## src/logic/clkctl_defs.svh

```systemverilog
// register map, field positions, reset values and sizes for clock control
`ifndef CLKCTL_DEFS_SVH
`define CLKCTL_DEFS_SVH

// register byte offsets
`define CC_CTRL_OFS     8'h00
`define CC_BYP_OFS      8'h04
`define CC_SEL0_OFS     8'h08
`define CC_SEL3_OFS     8'h14
`define CC_STAT_OFS     8'h18

// register index codes
`define CC_IDX_CTRL     3'h0
`define CC_IDX_BYP      3'h1
`define CC_IDX_SEL      3'h2
`define CC_IDX_STAT     3'h3
`define CC_IDX_NONE     3'h7

// sizes
`define CC_NUM_SCLK     32
`define CC_NUM_CEN      8
`define CC_NUM_CTR      9
`define CC_SEL_W        3
`define CC_SEL_PER_WORD 8

// field widths and positions
`define CC_CTRL_W       12
`define CC_STAT_CTR_LSB 0
`define CC_STAT_DIV_LSB 9
`define CC_STAT_CEN_LSB 11

// reset values
`define CC_CTRL_RST     12'h000
`define CC_BYP_RST      32'hFFFFFFFF
`define CC_SEL_RST      3'h0

`endif

```

## src/logic/clkctl_pkg.sv

```systemverilog
// types shared by the clock control block
`default_nettype none
package clkctl_pkg;

   // treatment of the incoming clock in the periphery mux
   typedef enum logic [1:0] {
      MODE_PASS = 2'b00,
      MODE_ROOT = 2'b01,
      MODE_DIV  = 2'b11
   } mode_e;

   // divider output picked for the periphery mux output
   typedef enum logic [1:0] {
      DIV_BY1 = 2'b00,
      DIV_BY2 = 2'b01,
      DIV_BY4 = 2'b11
   } dsel_e;

   // control register layout
   typedef struct packed {
      logic [3:0] root_ctr;
      logic [3:0] src_sel;
      dsel_e      div_sel;
      mode_e      mode;
   } ctrl_s;

endpackage : clkctl_pkg
`default_nettype wire

```

## src/logic/fabric_clock_gating_divider.sv

```systemverilog
// clock mux, divider, root, sector and pll gates with an ahb-lite slave
`include "clkctl_defs.svh"
`timescale 1ns/1ps
`default_nettype none

module fabric_clock_gating_divider #(
   parameter int SECTORS = 2,
   parameter int DW      = 8
) (
   // clock and reset
   input  wire logic                           hclk,
   input  wire logic                           hresetn,
   // ahb-lite slave
   input  wire logic                           hsel,
   input  wire logic [31:0]                    haddr,
   input  wire logic [1:0]                     htrans,
   input  wire logic                           hwrite,
   input  wire logic [2:0]                     hsize,
   input  wire logic                           hready,
   input  wire logic [31:0]                    hwdata,
   output      logic                           hreadyout,
   output      logic                           hresp,
   output      logic [31:0]                    hrdata,
   // pll counter clock ticks and their gate enables
   input  wire logic [`CC_NUM_CTR-1:0]         pll_tick,
   input  wire logic [`CC_NUM_CTR-1:0]         pll_ena,
   output      logic [`CC_NUM_CTR-1:0]         pll_out,
   // core-driven gate enables
   input  wire logic                           root_ena,
   input  wire logic [`CC_NUM_CEN-1:0]         sector_ena,
   // periphery mux and divider outputs
   output      logic                           mux_tick,
   output      logic [2:0]                     div_tick,
   // sector clock ticks, sector-major
   output      logic [SECTORS*`CC_NUM_SCLK-1:0] sclk_tick,
   // functional clock enable register
   input  wire logic [DW-1:0]                  reg_d,
   input  wire logic                           reg_ce,
   output      logic [DW-1:0]                  reg_q
);

   // ****************************************************************
   // register decode
   // ****************************************************************

   // map, one aligned word each:
   //   ctrl  mode [1:0], divider pick [3:2], source [7:4], root counter
   //         [11:8]; mode code 2'b10 and pick code 2'b10 act as pass and /1
   //   byp   bit i set skips gate i and forwards the clock as it is
   //   sel   four words, three bits per gate, eight gates per word; the
   //         field names which of the eight core enables drives the gate
   //   stat  read only: synced pll enables, divider phase, sector 0 enables
   // unmapped offsets read zero and ignore writes, so software probing
   // the map never disturbs a running clock

   // maps a byte offset onto a register index, used by read and write;
   // sel words are only recognised when aligned to a word boundary
   function automatic logic [2:0] reg_index(input logic [7:0] ofs);
      logic [2:0] idx;
      idx = `CC_IDX_NONE;
      if (ofs == `CC_CTRL_OFS) begin
         idx = `CC_IDX_CTRL;
      end else if (ofs == `CC_BYP_OFS) begin
         idx = `CC_IDX_BYP;
      end else if (ofs >= `CC_SEL0_OFS && ofs <= `CC_SEL3_OFS
                   && ofs[1:0] == 2'h0) begin
         idx = `CC_IDX_SEL;
      end else if (ofs == `CC_STAT_OFS) begin
         idx = `CC_IDX_STAT;
      end
      return idx;
   endfunction : reg_index

   // word number inside the select bank; subtract at full offset width
   // first, so the result never wraps past the end of the bank
   function automatic logic [1:0] sel_word(input logic [7:0] ofs);
      logic [7:0] rel;
      rel = ofs - `CC_SEL0_OFS;
      return rel[3:2];
   endfunction : sel_word

   // ****************************************************************
   // ahb-lite slave
   // ****************************************************************

   clkctl_pkg::ctrl_s       ctrl_ff;
   logic [`CC_NUM_SCLK-1:0] byp_ff;
   logic [`CC_SEL_W-1:0]    sel_ff [`CC_NUM_SCLK];
   logic                    wr_pend_ff;
   logic [7:0]              waddr_ff;
   logic [31:0]             rdata_ff;
   logic                    addr_ok;
   logic [31:0]             nxt_rdata;
   logic [31:0]             stat_w;
   logic [1:0]              word_sel;
   logic [1:0]              div_cnt_ff;
   logic [`CC_NUM_CTR-1:0]  pll_s1_ff;
   logic [`CC_NUM_CTR-1:0]  pll_s2_ff;
   logic [`CC_NUM_CEN-1:0]  sena_ff [SECTORS];

   // zero wait states, every answer okay
   assign hreadyout = 1'b1;
   assign hresp     = 1'b0;
   assign hrdata    = rdata_ff;
   assign addr_ok   = hsel & htrans[1] & hready;

   // write address caught in address phase, data taken in data phase;
   // a read of the same register in that data phase still sees the old
   // value, since the read word is latched on the same edge the write lands
   always_ff @(posedge hclk or negedge hresetn) begin
      if (!hresetn) begin
         wr_pend_ff <= 1'b0;
         waddr_ff   <= 8'h00;
      end else begin
         wr_pend_ff <= addr_ok & hwrite;
         if (addr_ok) begin
            waddr_ff <= haddr[7:0];
         end
      end
   end

   // status word shows synced pll enables, divider phase, sector enables;
   // only sector 0 is shown, as every copy samples the same core wires
   // on the same edge, so all copies hold the same value
   always_comb begin
      stat_w = 32'h00000000;
      stat_w[`CC_STAT_CTR_LSB +: `CC_NUM_CTR] = pll_s2_ff;
      stat_w[`CC_STAT_DIV_LSB +: 2]           = div_cnt_ff;
      stat_w[`CC_STAT_CEN_LSB +: `CC_NUM_CEN] = sena_ff[0];
   end

   // read mux, registered so data stands in the data phase; the word is
   // caught on the address-phase edge and then held until the next read,
   // which keeps hrdata steady while the master samples it
   always_comb begin
      nxt_rdata = 32'h00000000;
      word_sel  = sel_word(haddr[7:0]);
      unique case (reg_index(haddr[7:0]))
         `CC_IDX_CTRL: nxt_rdata[`CC_CTRL_W-1:0] = ctrl_ff;
         `CC_IDX_BYP:  nxt_rdata = byp_ff;
         `CC_IDX_SEL: begin
            for (int j = 0; j < `CC_SEL_PER_WORD; j++) begin
               nxt_rdata[j*`CC_SEL_W +: `CC_SEL_W] =
                  sel_ff[int'(word_sel)*`CC_SEL_PER_WORD + j];
            end
         end
         `CC_IDX_STAT: nxt_rdata = stat_w;
         default:      nxt_rdata = 32'h00000000;
      endcase
   end

   always_ff @(posedge hclk or negedge hresetn) begin
      if (!hresetn) begin
         rdata_ff <= 32'h00000000;
      end else if (addr_ok && !hwrite) begin
         rdata_ff <= nxt_rdata;
      end
   end

   // control and bypass registers; bypass resets to all ones so clocks
   // flow to every sector until software has set up the enable selects
   // and the core has driven sensible enables
   always_ff @(posedge hclk or negedge hresetn) begin
      if (!hresetn) begin
         ctrl_ff <= `CC_CTRL_RST;
         byp_ff  <= `CC_BYP_RST;
      end else if (wr_pend_ff) begin
         if (reg_index(waddr_ff) == `CC_IDX_CTRL) begin
            ctrl_ff <= hwdata[`CC_CTRL_W-1:0];
         end
         if (reg_index(waddr_ff) == `CC_IDX_BYP) begin
            byp_ff <= hwdata;
         end
      end
   end

   // enable selects: three bits per gate, so only eight enables exist;
   // the limit is structural, so no write can ever name a ninth enable
   // and gates beyond eight must share
   always_ff @(posedge hclk or negedge hresetn) begin
      if (!hresetn) begin
         for (int i = 0; i < `CC_NUM_SCLK; i++) begin
            sel_ff[i] <= `CC_SEL_RST;
         end
      end else if (wr_pend_ff && reg_index(waddr_ff) == `CC_IDX_SEL) begin
         for (int j = 0; j < `CC_SEL_PER_WORD; j++) begin
            sel_ff[int'(sel_word(waddr_ff))*`CC_SEL_PER_WORD + j]
               <= hwdata[j*`CC_SEL_W +: `CC_SEL_W];
         end
      end
   end

   // ****************************************************************
   // pll output counter gates
   // ****************************************************************

   // enables come from another domain; two flops before any use.
   // the first flop may go metastable, so only the second is read,
   // both by the gate and by the status word
   always_ff @(posedge hclk or negedge hresetn) begin
      if (!hresetn) begin
         pll_s1_ff <= '0;
         pll_s2_ff <= '0;
      end else begin
         pll_s1_ff <= pll_ena;
         pll_s2_ff <= pll_s1_ff;
      end
   end

   // one independent gate per counter; the enable reaches the gate two
   // edges after it is sampled, three when the first flop catches it late,
   // so software must never count on an exact cycle here; the gate only
   // ever drops or passes whole ticks, so no shortened pulse can escape
   assign pll_out = pll_tick & pll_s2_ff;

   // ****************************************************************
   // periphery mux: pass, root gate or divider
   // ****************************************************************

   logic src_tick;
   logic root_en_ff;
   logic root_tick;
   logic root_hit;

   // incoming clock picked from the gated pll counters
   always_comb begin
      src_tick = 1'b0;
      for (int k = 0; k < `CC_NUM_CTR; k++) begin
         if (ctrl_ff.src_sel == 4'(k)) begin
            src_tick = pll_out[k];
         end
      end
   end

   // root enable from core; one flop of latency, core must allow more.
   // this gate sits far from the core in silicon, so it is meant for
   // slow on/off control; cycle-exact gating belongs to the sector gates
   always_ff @(posedge hclk or negedge hresetn) begin
      if (!hresetn) begin
         root_en_ff <= 1'b0;
      end else begin
         root_en_ff <= root_ena;
      end
   end

   // only the one chosen counter is gated, others pass untouched
   assign root_hit  = (ctrl_ff.src_sel == ctrl_ff.root_ctr);
   assign root_tick = src_tick & (root_en_ff | ~root_hit);

   // divider counter counts incoming ticks from a common zero; the phase
   // is visible in stat so software can tell where a /4 edge will fall.
   // the counter only moves on source ticks, so a stalled source freezes
   // all three outputs together and they stay aligned when it restarts
   always_ff @(posedge hclk or negedge hresetn) begin
      if (!hresetn) begin
         div_cnt_ff <= 2'h0;
      end else if (src_tick) begin
         div_cnt_ff <= div_cnt_ff + 2'h1;
      end
   end

   // slow ticks only fire together with a faster tick
   assign div_tick[0] = src_tick;
   assign div_tick[1] = src_tick & ~div_cnt_ff[0];
   assign div_tick[2] = src_tick & (div_cnt_ff == 2'h0);

   // exactly one treatment; divider outputs bypass the root gate.
   // the divider is fed from the ungated source on purpose: gating its
   // output at the root would break alignment, so slow clocks are gated
   // at the sector gates instead
   always_comb begin
      unique case (ctrl_ff.mode)
         clkctl_pkg::MODE_PASS: mux_tick = src_tick;
         clkctl_pkg::MODE_ROOT: mux_tick = root_tick;
         clkctl_pkg::MODE_DIV: begin
            unique case (ctrl_ff.div_sel)
               clkctl_pkg::DIV_BY2: mux_tick = div_tick[1];
               clkctl_pkg::DIV_BY4: mux_tick = div_tick[2];
               default:             mux_tick = div_tick[0];
            endcase
         end
         default: mux_tick = src_tick; // reserved code falls back to pass
      endcase
   end

   // ****************************************************************
   // sector clock gates, one copy per sector
   // ****************************************************************

   // a switchover mux is core logic; the sector gates see only mux_tick.
   // the latch of a real gate is modelled as a rising-edge sample: with
   // ticks standing for clock pulses, the enable can then only change
   // between pulses, which is what the latch guarantees in silicon
   for (genvar s = 0; s < SECTORS; s++) begin : g_sector
      // per-sector copy of the enables, fed from the same core wires
      always_ff @(posedge hclk or negedge hresetn) begin
         if (!hresetn) begin
            sena_ff[s] <= '0;
         end else begin
            sena_ff[s] <= sector_ena;
         end
      end
      for (genvar i = 0; i < `CC_NUM_SCLK; i++) begin : g_sclk
         // held enable changes only between ticks, never mid-pulse
         assign sclk_tick[s*`CC_NUM_SCLK + i] =
            mux_tick & (byp_ff[i] | sena_ff[s][sel_ff[i]]);
      end
   end

   // ****************************************************************
   // functional clock enable register
   // ****************************************************************

   // clock keeps running; low enable recirculates the stored word.
   // this saves no power, as the flop still sees every clock edge; it
   // only freezes the data, so a real clock stop needs one of the gates
   always_ff @(posedge hclk or negedge hresetn) begin
      if (!hresetn) begin
         reg_q <= '0;
      end else begin
         reg_q <= reg_ce ? reg_d : reg_q;
      end
   end

endmodule : fabric_clock_gating_divider
`default_nettype wire

```

## config.mk

```make
export PLATFORM = sky130hd
export DESIGN_NAME = fabric_clock_gating_divider
export DESIGN_NICKNAME = d
export VERILOG_FILES = /design/src/logic/clkctl_pkg.sv /design/src/logic/fabric_clock_gating_divider.sv
export VERILOG_INCLUDE_DIRS = /design/src /design/src/logic
export SDC_FILE = /design/constraint.sdc
export NUM_CORES = 1
export LEC_CHECK = 0
export BUFFER_PORTS_ARGS = -buffer_cell sky130_fd_sc_hd__buf_2
export CAP_MARGIN = 20
export CORE_AREA = 3 3 181 183
export DETAILED_ROUTE_END_ITERATION = 12
export DIE_AREA = 0 0 184 186
export SLEW_MARGIN = 20
export SYNTH_ARGS = -nofsm -noshare
export SYNTH_HDL_FRONTEND = slang
export SYNTH_SLANG_ARGS = --single-unit
```

## constraint.sdc

```tcl
create_clock -name hclk -period 5.1 [get_ports hclk]
set_input_delay 1.02 -clock hclk [delete_from_list [all_inputs] [get_ports hclk]]
set_output_delay 1.02 -clock hclk [all_outputs]
set_load 0.03 [all_outputs]
```

## After elaboration in Yosys (flattened, before gate mapping)

Index checks and enable logic that the tools add are counted.

| storage, ports and cells | value |
|---|---|
| flip-flop bits (word level) | 218 |
| input port bits | 110 |
| output and inout bits | 119 |
| word-level logic and storage cells | 395 |

| cells by class | value |
|---|---|
| $add $sub $neg | 17 |
| $lt $le $gt $ge | 60 |
| eq/ne operators | 22 |
| muxes and demuxes | 135 |
| bitwise logic cells | 90 |
| reduce and logical (&&, ||, !) cells | 25 |

Operator list:

| kind | count |
|---|---|
| bitwise mux 96 bit | 8 |
| greater-or-equal comparator 32 x 6 -> 1 bit (second input constant) | 16 |
| inverter 6 -> 32 bit | 14 |
| < comparator 32 x 1 -> 1 bit (second input constant) | 8 |
| < comparator 3 x 4 -> 1 bit (second input constant) | 32 |
| binary-select mux 3 bit (select 5 bit) | 8 |
| demux 3 bit (select 5 bit) | 8 |
| two-way mux 3 bit | 33 |
| binary-select mux 1 bit (select 3 bit) | 32 |
| inverter 5 -> 32 bit | 2 |
| adder 5 x 3 -> 6 bit (second input constant) | 8 |
| case mux 12 bit (4 select lines) | 1 |
| two-way mux 1 bit | 41 |
| bitwise AND 1 bit | 38 |
| case mux 12 bit (3 select lines) | 1 |
| OR 1 bit | 33 |
| adder 5 x 2 -> 6 bit (second input constant) | 4 |
| equality test 4 x 3 -> 1 bit (second input constant) | 4 |
| equality test 8 x 3 -> 1 bit (second input constant) | 2 |
| equality test 8 x 5 -> 1 bit (second input constant) | 2 |
| greater-or-equal comparator 8 x 4 -> 1 bit (second input constant) | 2 |
| <= comparator 8 x 5 -> 1 bit (second input constant) | 2 |
| zero test 8 bit | 2 |
| logical AND 1 bit | 14 |
| other kinds (20) | 34 |

## Depth between registers and ports, before layout

Gate-level depths: netlist (run 1).

| logic depth | value |
|---|---|
| depth after elaboration | 14 |
| gate-level depth with buffers | 8 |
| depth with buffers taken out | 5 |

## Worst setup path after synthesis (run 1)

Ideal clock, no wire load.

| path | value |
|---|---|
| kind | input to output |
| start | in pll_tick[3] |
| end | out sclk_tick[34] |
| data arrival time | 3.096 ns |
| data required time | 4.080 ns |
| slack | 0.984 ns |
| stages on the path | 7 |
| cells stage by stage | and2_1 > mux4_2 > o32ai_1 > buf_2 > buf_2 > nor3_1 > buf_4 |

| between the ends | value |
|---|---|
| word-level cells in the longest chain between the ends | 11 |
| elaborated cells between the ends (all ways) | 13 |

RTL lines:

| element | line | RTL |
|---|---|---|
| start: declaration | fabric_clock_gating_divider.sv:25 | `` input wire logic [`CC_NUM_CTR-1:0] pll_tick, `` |
| bitwise AND 9 bit * | fabric_clock_gating_divider.sv:214 | `assign pll_out = pll_tick & pll_s2_ff;` |
| two-way mux 1 bit * (6 in a row) | fabric_clock_gating_divider.sv:229 | `if (ctrl_ff.src_sel == 4'(k)) begin` |
| bitwise AND 1 bit (on tied branches) | fabric_clock_gating_divider.sv:265, fabric_clock_gating_divider.sv:264 |  |
| case mux 1 bit (2 select lines) | fabric_clock_gating_divider.sv:276 | `unique case (ctrl_ff.div_sel)` |
| case mux 1 bit (2 select lines) * | fabric_clock_gating_divider.sv:272 | `unique case (ctrl_ff.mode)` |
| bitwise AND 1 bit * | fabric_clock_gating_divider.sv:306 | `mux_tick & (byp_ff[i] \| sena_ff[s][sel_ff[i]]);` |
| end: declaration | fabric_clock_gating_divider.sv:35 | `` output logic [SECTORS*`CC_NUM_SCLK-1:0] sclk_tick, `` |

Every way passes the cells marked *; elsewhere a longest branch is shown, timed or not.

## Worst setup path in the final report (run 1)

| path | value |
|---|---|
| start | in pll_tick[1] |
| end | out sclk_tick[19] |

| between the ends | value |
|---|---|
| word-level cells in the longest chain between the ends | 13 |
| elaborated cells between the ends (all ways) | 15 |

RTL lines:

| element | line |
|---|---|
| bitwise AND 9 bit * | fabric_clock_gating_divider.sv:214 |
| two-way mux 1 bit * (8 in a row) | fabric_clock_gating_divider.sv:229 |
| bitwise AND 1 bit (on tied branches) | fabric_clock_gating_divider.sv:265, fabric_clock_gating_divider.sv:264 |
| case mux 1 bit (2 select lines) | fabric_clock_gating_divider.sv:276 |
| case mux 1 bit (2 select lines) * | fabric_clock_gating_divider.sv:272 |
| bitwise AND 1 bit * | fabric_clock_gating_divider.sv:306 |

Marks and branches as above.

==> results.cfg, run 1 <==
[global_route]
first_global_vias = 8520
met1_usage_pct = 28.6
grt_max_degree = 116
grt.busiest_layer = met2
grt_remaining_overflow = 0
grt_use_met2_pct = 33.8
grt_use_met3_pct = 3.62
track_usage_pct = 20.5
antenna_found_initial = 1
grt_pass1_wl_um = 53700

[synthesis]
yosys_warnings = 0
synth_area_leaders = dfrtp_1, mux2_2, mux4_2
syn_area_per_cell_um2 = 13.0
ys_ff_latch = 218
synth_area_leader_cell = dfrtp_1
yosysUniqueCellTypes = 49
synth-edff-count = 0
yosysSeqAreaShare_pct = 46.4
synthesis.nets = 1022
synth_ff_type = dfrtp_1
netlist_area_um2 = 11900
synth_async_sr_flop_share_pct = 100
synthCells = 911
synth_top_area_share_pct = 39.3

[timing]
fin_crit_ns = 4.13
rsz0062_at_grt = false
finalHoldViolCount = 0
period_share_pct = 81.1
slew_violations = 0
skew_ns = 0.0117
tightest_slew_ns = 1.14
tns_ns = 0
fmax_ghz = 0.242
hold_ws_ns = 0.347
finalSetupViolations = 0
relSlewSlack_pct = 24.1

[cts]
hold_buffers = 0
clk_pin_slew_ns = 0.06
cts_tree = yes
clock_latency_ns = 0.53
cts.path.max_buffers = 3
htree_levels = 1
cts_root_buffer = clkbuf_16
cts_buffers = 26
clock_sinks = 218
cts_repair_resize_count = 0
cts_setup_buffers = 0

[route]
drc = 0
vias = 8571
wl_per_cell_um = 24.1
drtIter0Drc = 780
final_antenna_net_count = 0
viasPerCell = 5.81
wl_um = 35500
drtPass1Iterations = 4

[cells_and_area]
final_cell_mix = buf_2, dfrtp_1, mux2_2
n_fill_cell = 2961
final_common_cell = buf_2
syn_to_final_growth_pct = 17.3
fin_nets = 1162
drive_above_1_share_pct = 52.4
postLayoutCellArea_um2 = 13900

[die]
die_area_um2 = 34200
num_io_pins = 229
dieHeight_um = 186
core-area_um2 = 31400
initial_core_util_pct = 37.8
die_w_um = 184
rows = 65

[setup_path]
endpoint_kind = output port
path_cells = buf_2 -> and2_1 -> mux4_2 -> o32ai_4 -> buf_4 -> nor3_1 -> buf_2
path_class = in2out
required_ns = 4.08
startpoint = pll_tick[1]
cp.arrival_ns = 3.11
path_common_cell = buf_2
crit_path_max_incr_delay_ns = 0.65
r2r-start = waddr_ff[7]
crit_end = sclk_tick[19]
r2r_end = byp_ff[23]
cp_slowest_cell = o32ai_4
startpoint_type = input pin
rrSetupSlack_ns = 2.42
crit_fanout = 19
r2r_cells = 5

[placement]
io_buffers = 198
hpwl_um = 23500
place.gp.congestion = 0.794
placed_area_um2 = 13000

[hold_path]
holdCritStartpoint = pll_s1_ff[0]
whs_path_depth = 0
holdCritPathClass = reg2reg

[power]
p_leak_nw = 6.16
powerDensity_nw_per_um2 = 342
p_total_w = 0.00475
peakVddDrop_mv = 0.237

[flow_run]
max-cap-violations = 0

[run_status]
status = finished, final reports clean
[power by group]
part / leakage, nW / internal [W] / switching (W)
Sequential: 2.64 / 0.00185 / 0.000142
Combinational: 3.07 / 0.000338 / 0.000468
Clock: 0.444 / 0.00121 / 0.000747
[flip-flops by register name (all words and copies together) (netlist names)]
signal / flops
hrdata: 32
div_cnt_ff: 2
ctrl_ff: 12
pll_s1_ff: 9
root_en_ff: 1
wr_pend_ff: 1
waddr_ff: 8
byp_ff: 32
sel_ff: 96
pll_s2_ff: 9
sena_ff: 8
reg_q: 8
[critical path: cells and delay by family]
| family | cells | cell delay [ns] |
|---|---|---|
| muxes | 1 | 0.50 |
| AOI/OAI and AO/OA | 1 | 0.65 |
| and+or+nand+nor | 2 | 0.27 |
| buffers and inverters | 3 | 0.67 |
[how the worst min path moves through the flow]
stage | end | slack (ns)
global placement | pll_s2_ff[1] | 0.33
finish | pll_s2_ff[0] | 0.35
global route | pll_s2_ff[7] | 0.35
detailed placement | pll_s2_ff[0] | 0.34
floorplan | pll_s2_ff[0] | 0.33
CTS | pll_s2_ff[0] | 0.35
[synth_stat cells (2+ instances only)]
| master | n |
|---|---|
| o221ai_1 | 10 |
| or3_1 | 4 |
| and2_1 | 12 |
| nor3_1 | 38 |
| o211ai_1 | 13 |
| mux2i_1 | 21 |
| a22oi_1 | 5 |
| nand4b_1 | 3 |
| conb_1 | 2 |
| mux4_2 | 70 |
| nor2b_1 | 31 |
| buf_1 | 5 |
| o22ai_1 | 6 |
| dfstp_2 | 32 |
| mux2_2 | 174 |
| o21ai_0 | 7 |
| nand3b_1 | 2 |
| a32o_1 | 2 |
| a221o_1 | 7 |
| buf_6 | 3 |
| nand3_1 | 16 |
| a21oi_1 | 8 |
| nor3_2 | 2 |
| nand2_1 | 44 |
| buf_4 | 37 |
| inv_1 | 18 |
| nor3_4 | 2 |
| nand2b_1 | 2 |
| xnor2_1 | 2 |
| clkbuf_1 | 47 |
| a32o_2 | 7 |
| dfrtp_1 | 186 |
| mux2_1 | 2 |
| buf_2 | 19 |
| xor2_1 | 4 |
| a221oi_1 | 10 |
| nor2_1 | 12 |
| a211oi_1 | 34 |
| nor4_2 | 2 |
[per-layer routing]
layer | part of all wire [%] | vias up
li1 | - | 3707
met1 | 43 | 4487
met2 | 49 | 341
met3 | 6.8 | 36
met4 | 1.5 | 0
met5 | 0 | -
[layout make-up]
class	instances	area [µm²]	share of cell area, %
Antenna cell	1	2.50	0.0180
Clock buffer	38	777	5.59
Clock inverter	10	134	0.963
Inverter	18	67.6	0.486
Multi-Input combinational cell	564	5720	41.1
Sequential cell	218	5500	39.5
Tap cell	402	503	3.62
Timing Repair Buffer	223	1200	8.64
[stage by stage]
| step | utilization [%] | std cells | setup WS [ns] |
|---|---|---|---|
| 3_3_place_gp | 41.4 | 1425 | 1.02 |
| 6_report | 44.3 | 1474 | 0.966 |
| 4_1_cts | 44.3 | 1473 | 0.950 |
| 2_1_floorplan | - | 911 | 0.984 |
| 3_5_place_dp | 41.4 | 1425 | 0.959 |
| 5_1_grt | 44.3 | 1474 | 0.869 |
[cell families (layout without fill, tap and decap cells)]
kind of cell / after synthesis / in the layout / synth area share [%]
DFF: 218 / 218 / 46.4
other: 2 / 3 / 0.0634
adders and majority gates: 1 / 1 / 0.106
muxes: 267 / 267 / 31.8
AOI/OAI and AO/OA: 112 / 112 / 7.35
xor gates and xnor gates: 6 / 6 / 0.443
buffers and inverters: 129 / 289 / 5.65
and+or+nand+nor: 176 / 176 / 8.22
Power figures use the tool's default switching activity.
==> inputs of run 2 (changes only) <==
ABC_AREA = 1   (was default)
CORE_AREA = 3 3 182 184   (was 3 3 181 183)
DIE_AREA = 0 0 185 187   (was 0 0 184 186)
clock period = 4.35 ns   (was 5.1 ns; I/O delays follow)
==> results.cfg, run 2 <==
[synthesis]
synth_mux_area_share_pct = 1.51
yosysUniqueCellTypes = 39
synth_top_area_share_pct = 39.0
yosysSeqAreaShare_pct = 46.0
yosysMostFrequentCell = nand2_1
ys_ff_latch = 218
synthesis.nets = 1643
synthXorXnorAreaFrac_pct = 0.220
synth_top_family_by_area = compound AO/OA/AOI/OAI gates
yosys-top-cells-count = nand2_1, o21ai_0, a21oi_1
synth_fa_ha_area_share_pct = 0.105
netlist_area_um2 = 11900
synth_ff_type = dfrtp_1
yosys_warnings = 0
synth_compound_area_share_pct = 24.9
synth_simple_gate_area_share_pct = 15.8
synth_async_sr_flop_share_pct = 100
syn_area_per_cell_um2 = 7.79
synth-edff-count = 0
synthCells = 1532
synth_area_leaders = dfrtp_1, o21ai_0, nand2_1
synth_area_leader_cell = dfrtp_1

[cells_and_area]
final_cell_mix = nand2_1, o21ai_0, a21oi_1
regMostFlops = sel_ff
final_common_cell = nand2_1
fin_nets = 1767
syn_to_final_growth_pct = 16.0
post_layout_nonfiller_instances = 2079
drive_above_1_share_pct = 20.9
antenna_cells = 0
largest_reg_flops = 96

[global_route]
track_usage_pct = 23.7
grt_remaining_overflow = 0
first_global_vias = 10600
antenna_found_initial = 0
grt_pass1_wl_um = 63600
grt_max_degree = 118

[power]
p_seq_share_pct = 35.0
combPwrFrac_pct = 33.6
power_frac_clock_pct = 31.3
p_leak_nw = 7.26
sw_frac_of_total_pct = 40.8
p_total_w = 0.00748
powerDensity_nw_per_um2 = 540
switching_power_w = 0.00305
peakVddDrop_mv = 0.366
power.internal_w = 0.00443

[route]
wl_per_cell_um = 20.2
viasPerCell = 5.48
drc = 0
drtIter0Drc = 1113
final_antenna_net_count = 0
wl_um = 42000
vias = 11400
drtPass1Iterations = 6

[setup_path]
required_ns = 3.48
cp_slowest_cell = dfrtp_1
path_common_cell = o21ai_0
path_class = reg2out
crit_path_max_incr_delay_ns = 0.75
startpoint = sena_ff[3]
endpoint_kind = output port
crit_fanout = 21
path_cells = buf_4 -> o21ai_0 -> o21ai_0 -> a221oi_1 -> nor2_1 -> buf_2
r2r-start = waddr_ff[5]
startpoint_type = flop
cp.arrival_ns = 2.83

[die]
dieHeight_um = 187
die_w_um = 185
initial_core_util_pct = 37.8
core-area_um2 = 31600
rows = 65
die_area_um2 = 34600
num_io_pins = 229

[placement]
dp_cells = 2028
place.gp.congestion = 0.872
hpwl_um = 28200
io_buffers = 198
pre_cts_ws_ns = 0.918

[timing]
rsz0062_at_grt = false
tightest_slew_ns = 1.15
period_share_pct = 85.1
relSlewSlack_pct = 23.0
finalSetupViolations = 0
fmax_ghz = 0.270
tns_ns = 0
finalHoldViolCount = 0
final.setup.worst_slack_ns = 0.649
skew_ns = 0.0307
slew_violations = 0
fin_crit_ns = 3.70

[cts]
cts_buffers = 27
cts_repair_resize_count = 0
clk_pin_slew_ns = 0.06
cts_setup_buffers = 0
clock_latency_ns = 0.55
cts_root_buffer = clkbuf_16
hold_buffers = 0
cts_tree = yes
clock_sinks = 218
cts.path.max_buffers = 3
htree_levels = 1

[flow_run]
max-cap-violations = 0

[hold_path]
holdCritPathClass = reg2reg
holdCritStartpoint = pll_s1_ff[2]

[run_status]
status = finished, final reports clean
## run 2: logic make-up after synthesis
| logic type | count (synthesis) |
|---|---|
| flip-flops | 218 |
| AND/OR/NAND/NOR | 447 |
| AO/OA/AOI/OAI | 558 |
| adder cells (fa/ha/maj) | 1 |
| other | 2 |
| multiplexers | 16 |
| buffers and inverters | 287 |
| XOR/XNOR | 3 |
## run 2: critical path: cells and delay by family, from the launching register on
kind,cells,cell delay [ns]
AOI/OAI and AO/OA,3,0.82
and+or+nand+nor,1,0.13
DFF,1,0.75
buffers and inverters,2,0.60
## run 2: power by group through the flow
stage               Sequential (W)  Clock [W]  Combinational, W
finish                     0.00262    0.00234           0.00252
global route               0.00265    0.00246           0.00274
CTS                        0.00261    0.00238           0.00254
detailed placement         0.00264          0           0.00253
global placement           0.00263          0           0.00248
floorplan                  0.00253          0           0.00209
## run 2: routing by layer
metal	part of all wire, %	vias up	GRT usage [%]
li1	-	5364	-
met4	4.1	0	8.74
met1	41	5359	32.3
met3	8.7	96	3.97
met5	0	-	0
met2	46	583	37.8
## run 2: worst paths after layout
path | endpoint | slack, ns | cells past startpoint
worst max-delay path | sclk_tick[48] | 0.65 | 6
max in group asynchronous | byp_ff[15] | 2.77 | 2
min in group asynchronous | pll_s1_ff[7] | 0.37 | 1
worst min-delay path | pll_s2_ff[2] | 0.35 | 0
worst max register to register | sel_ff[56] | 2.24 | 8
worst min register to register | pll_s2_ff[2] | 0.35 | 0
## run 2: area by class of cell
cell class | instances | area [µm²]
fill | 3239 | 17700
clock buffer | 38 | 787
clock inverter | 12 | 145
multi-input combinational | 1027 | 5100
tap | 402 | 503
timing repair buffer | 219 | 1190
sequential | 218 | 5500
inverter | 163 | 612
## run 2: per-stage QoR
| step | util, % | area (µm²) | hold slack (ns) |
|---|---|---|---|
| floorplan | - | 11900 | 0.331 |
| global placement | 40.8 | 12900 | 0.332 |
| finish | 43.9 | 13800 | 0.347 |
| detailed placement | 40.8 | 12900 | 0.335 |
| CTS | 43.8 | 13800 | 0.347 |
| global route | 43.9 | 13800 | 0.349 |
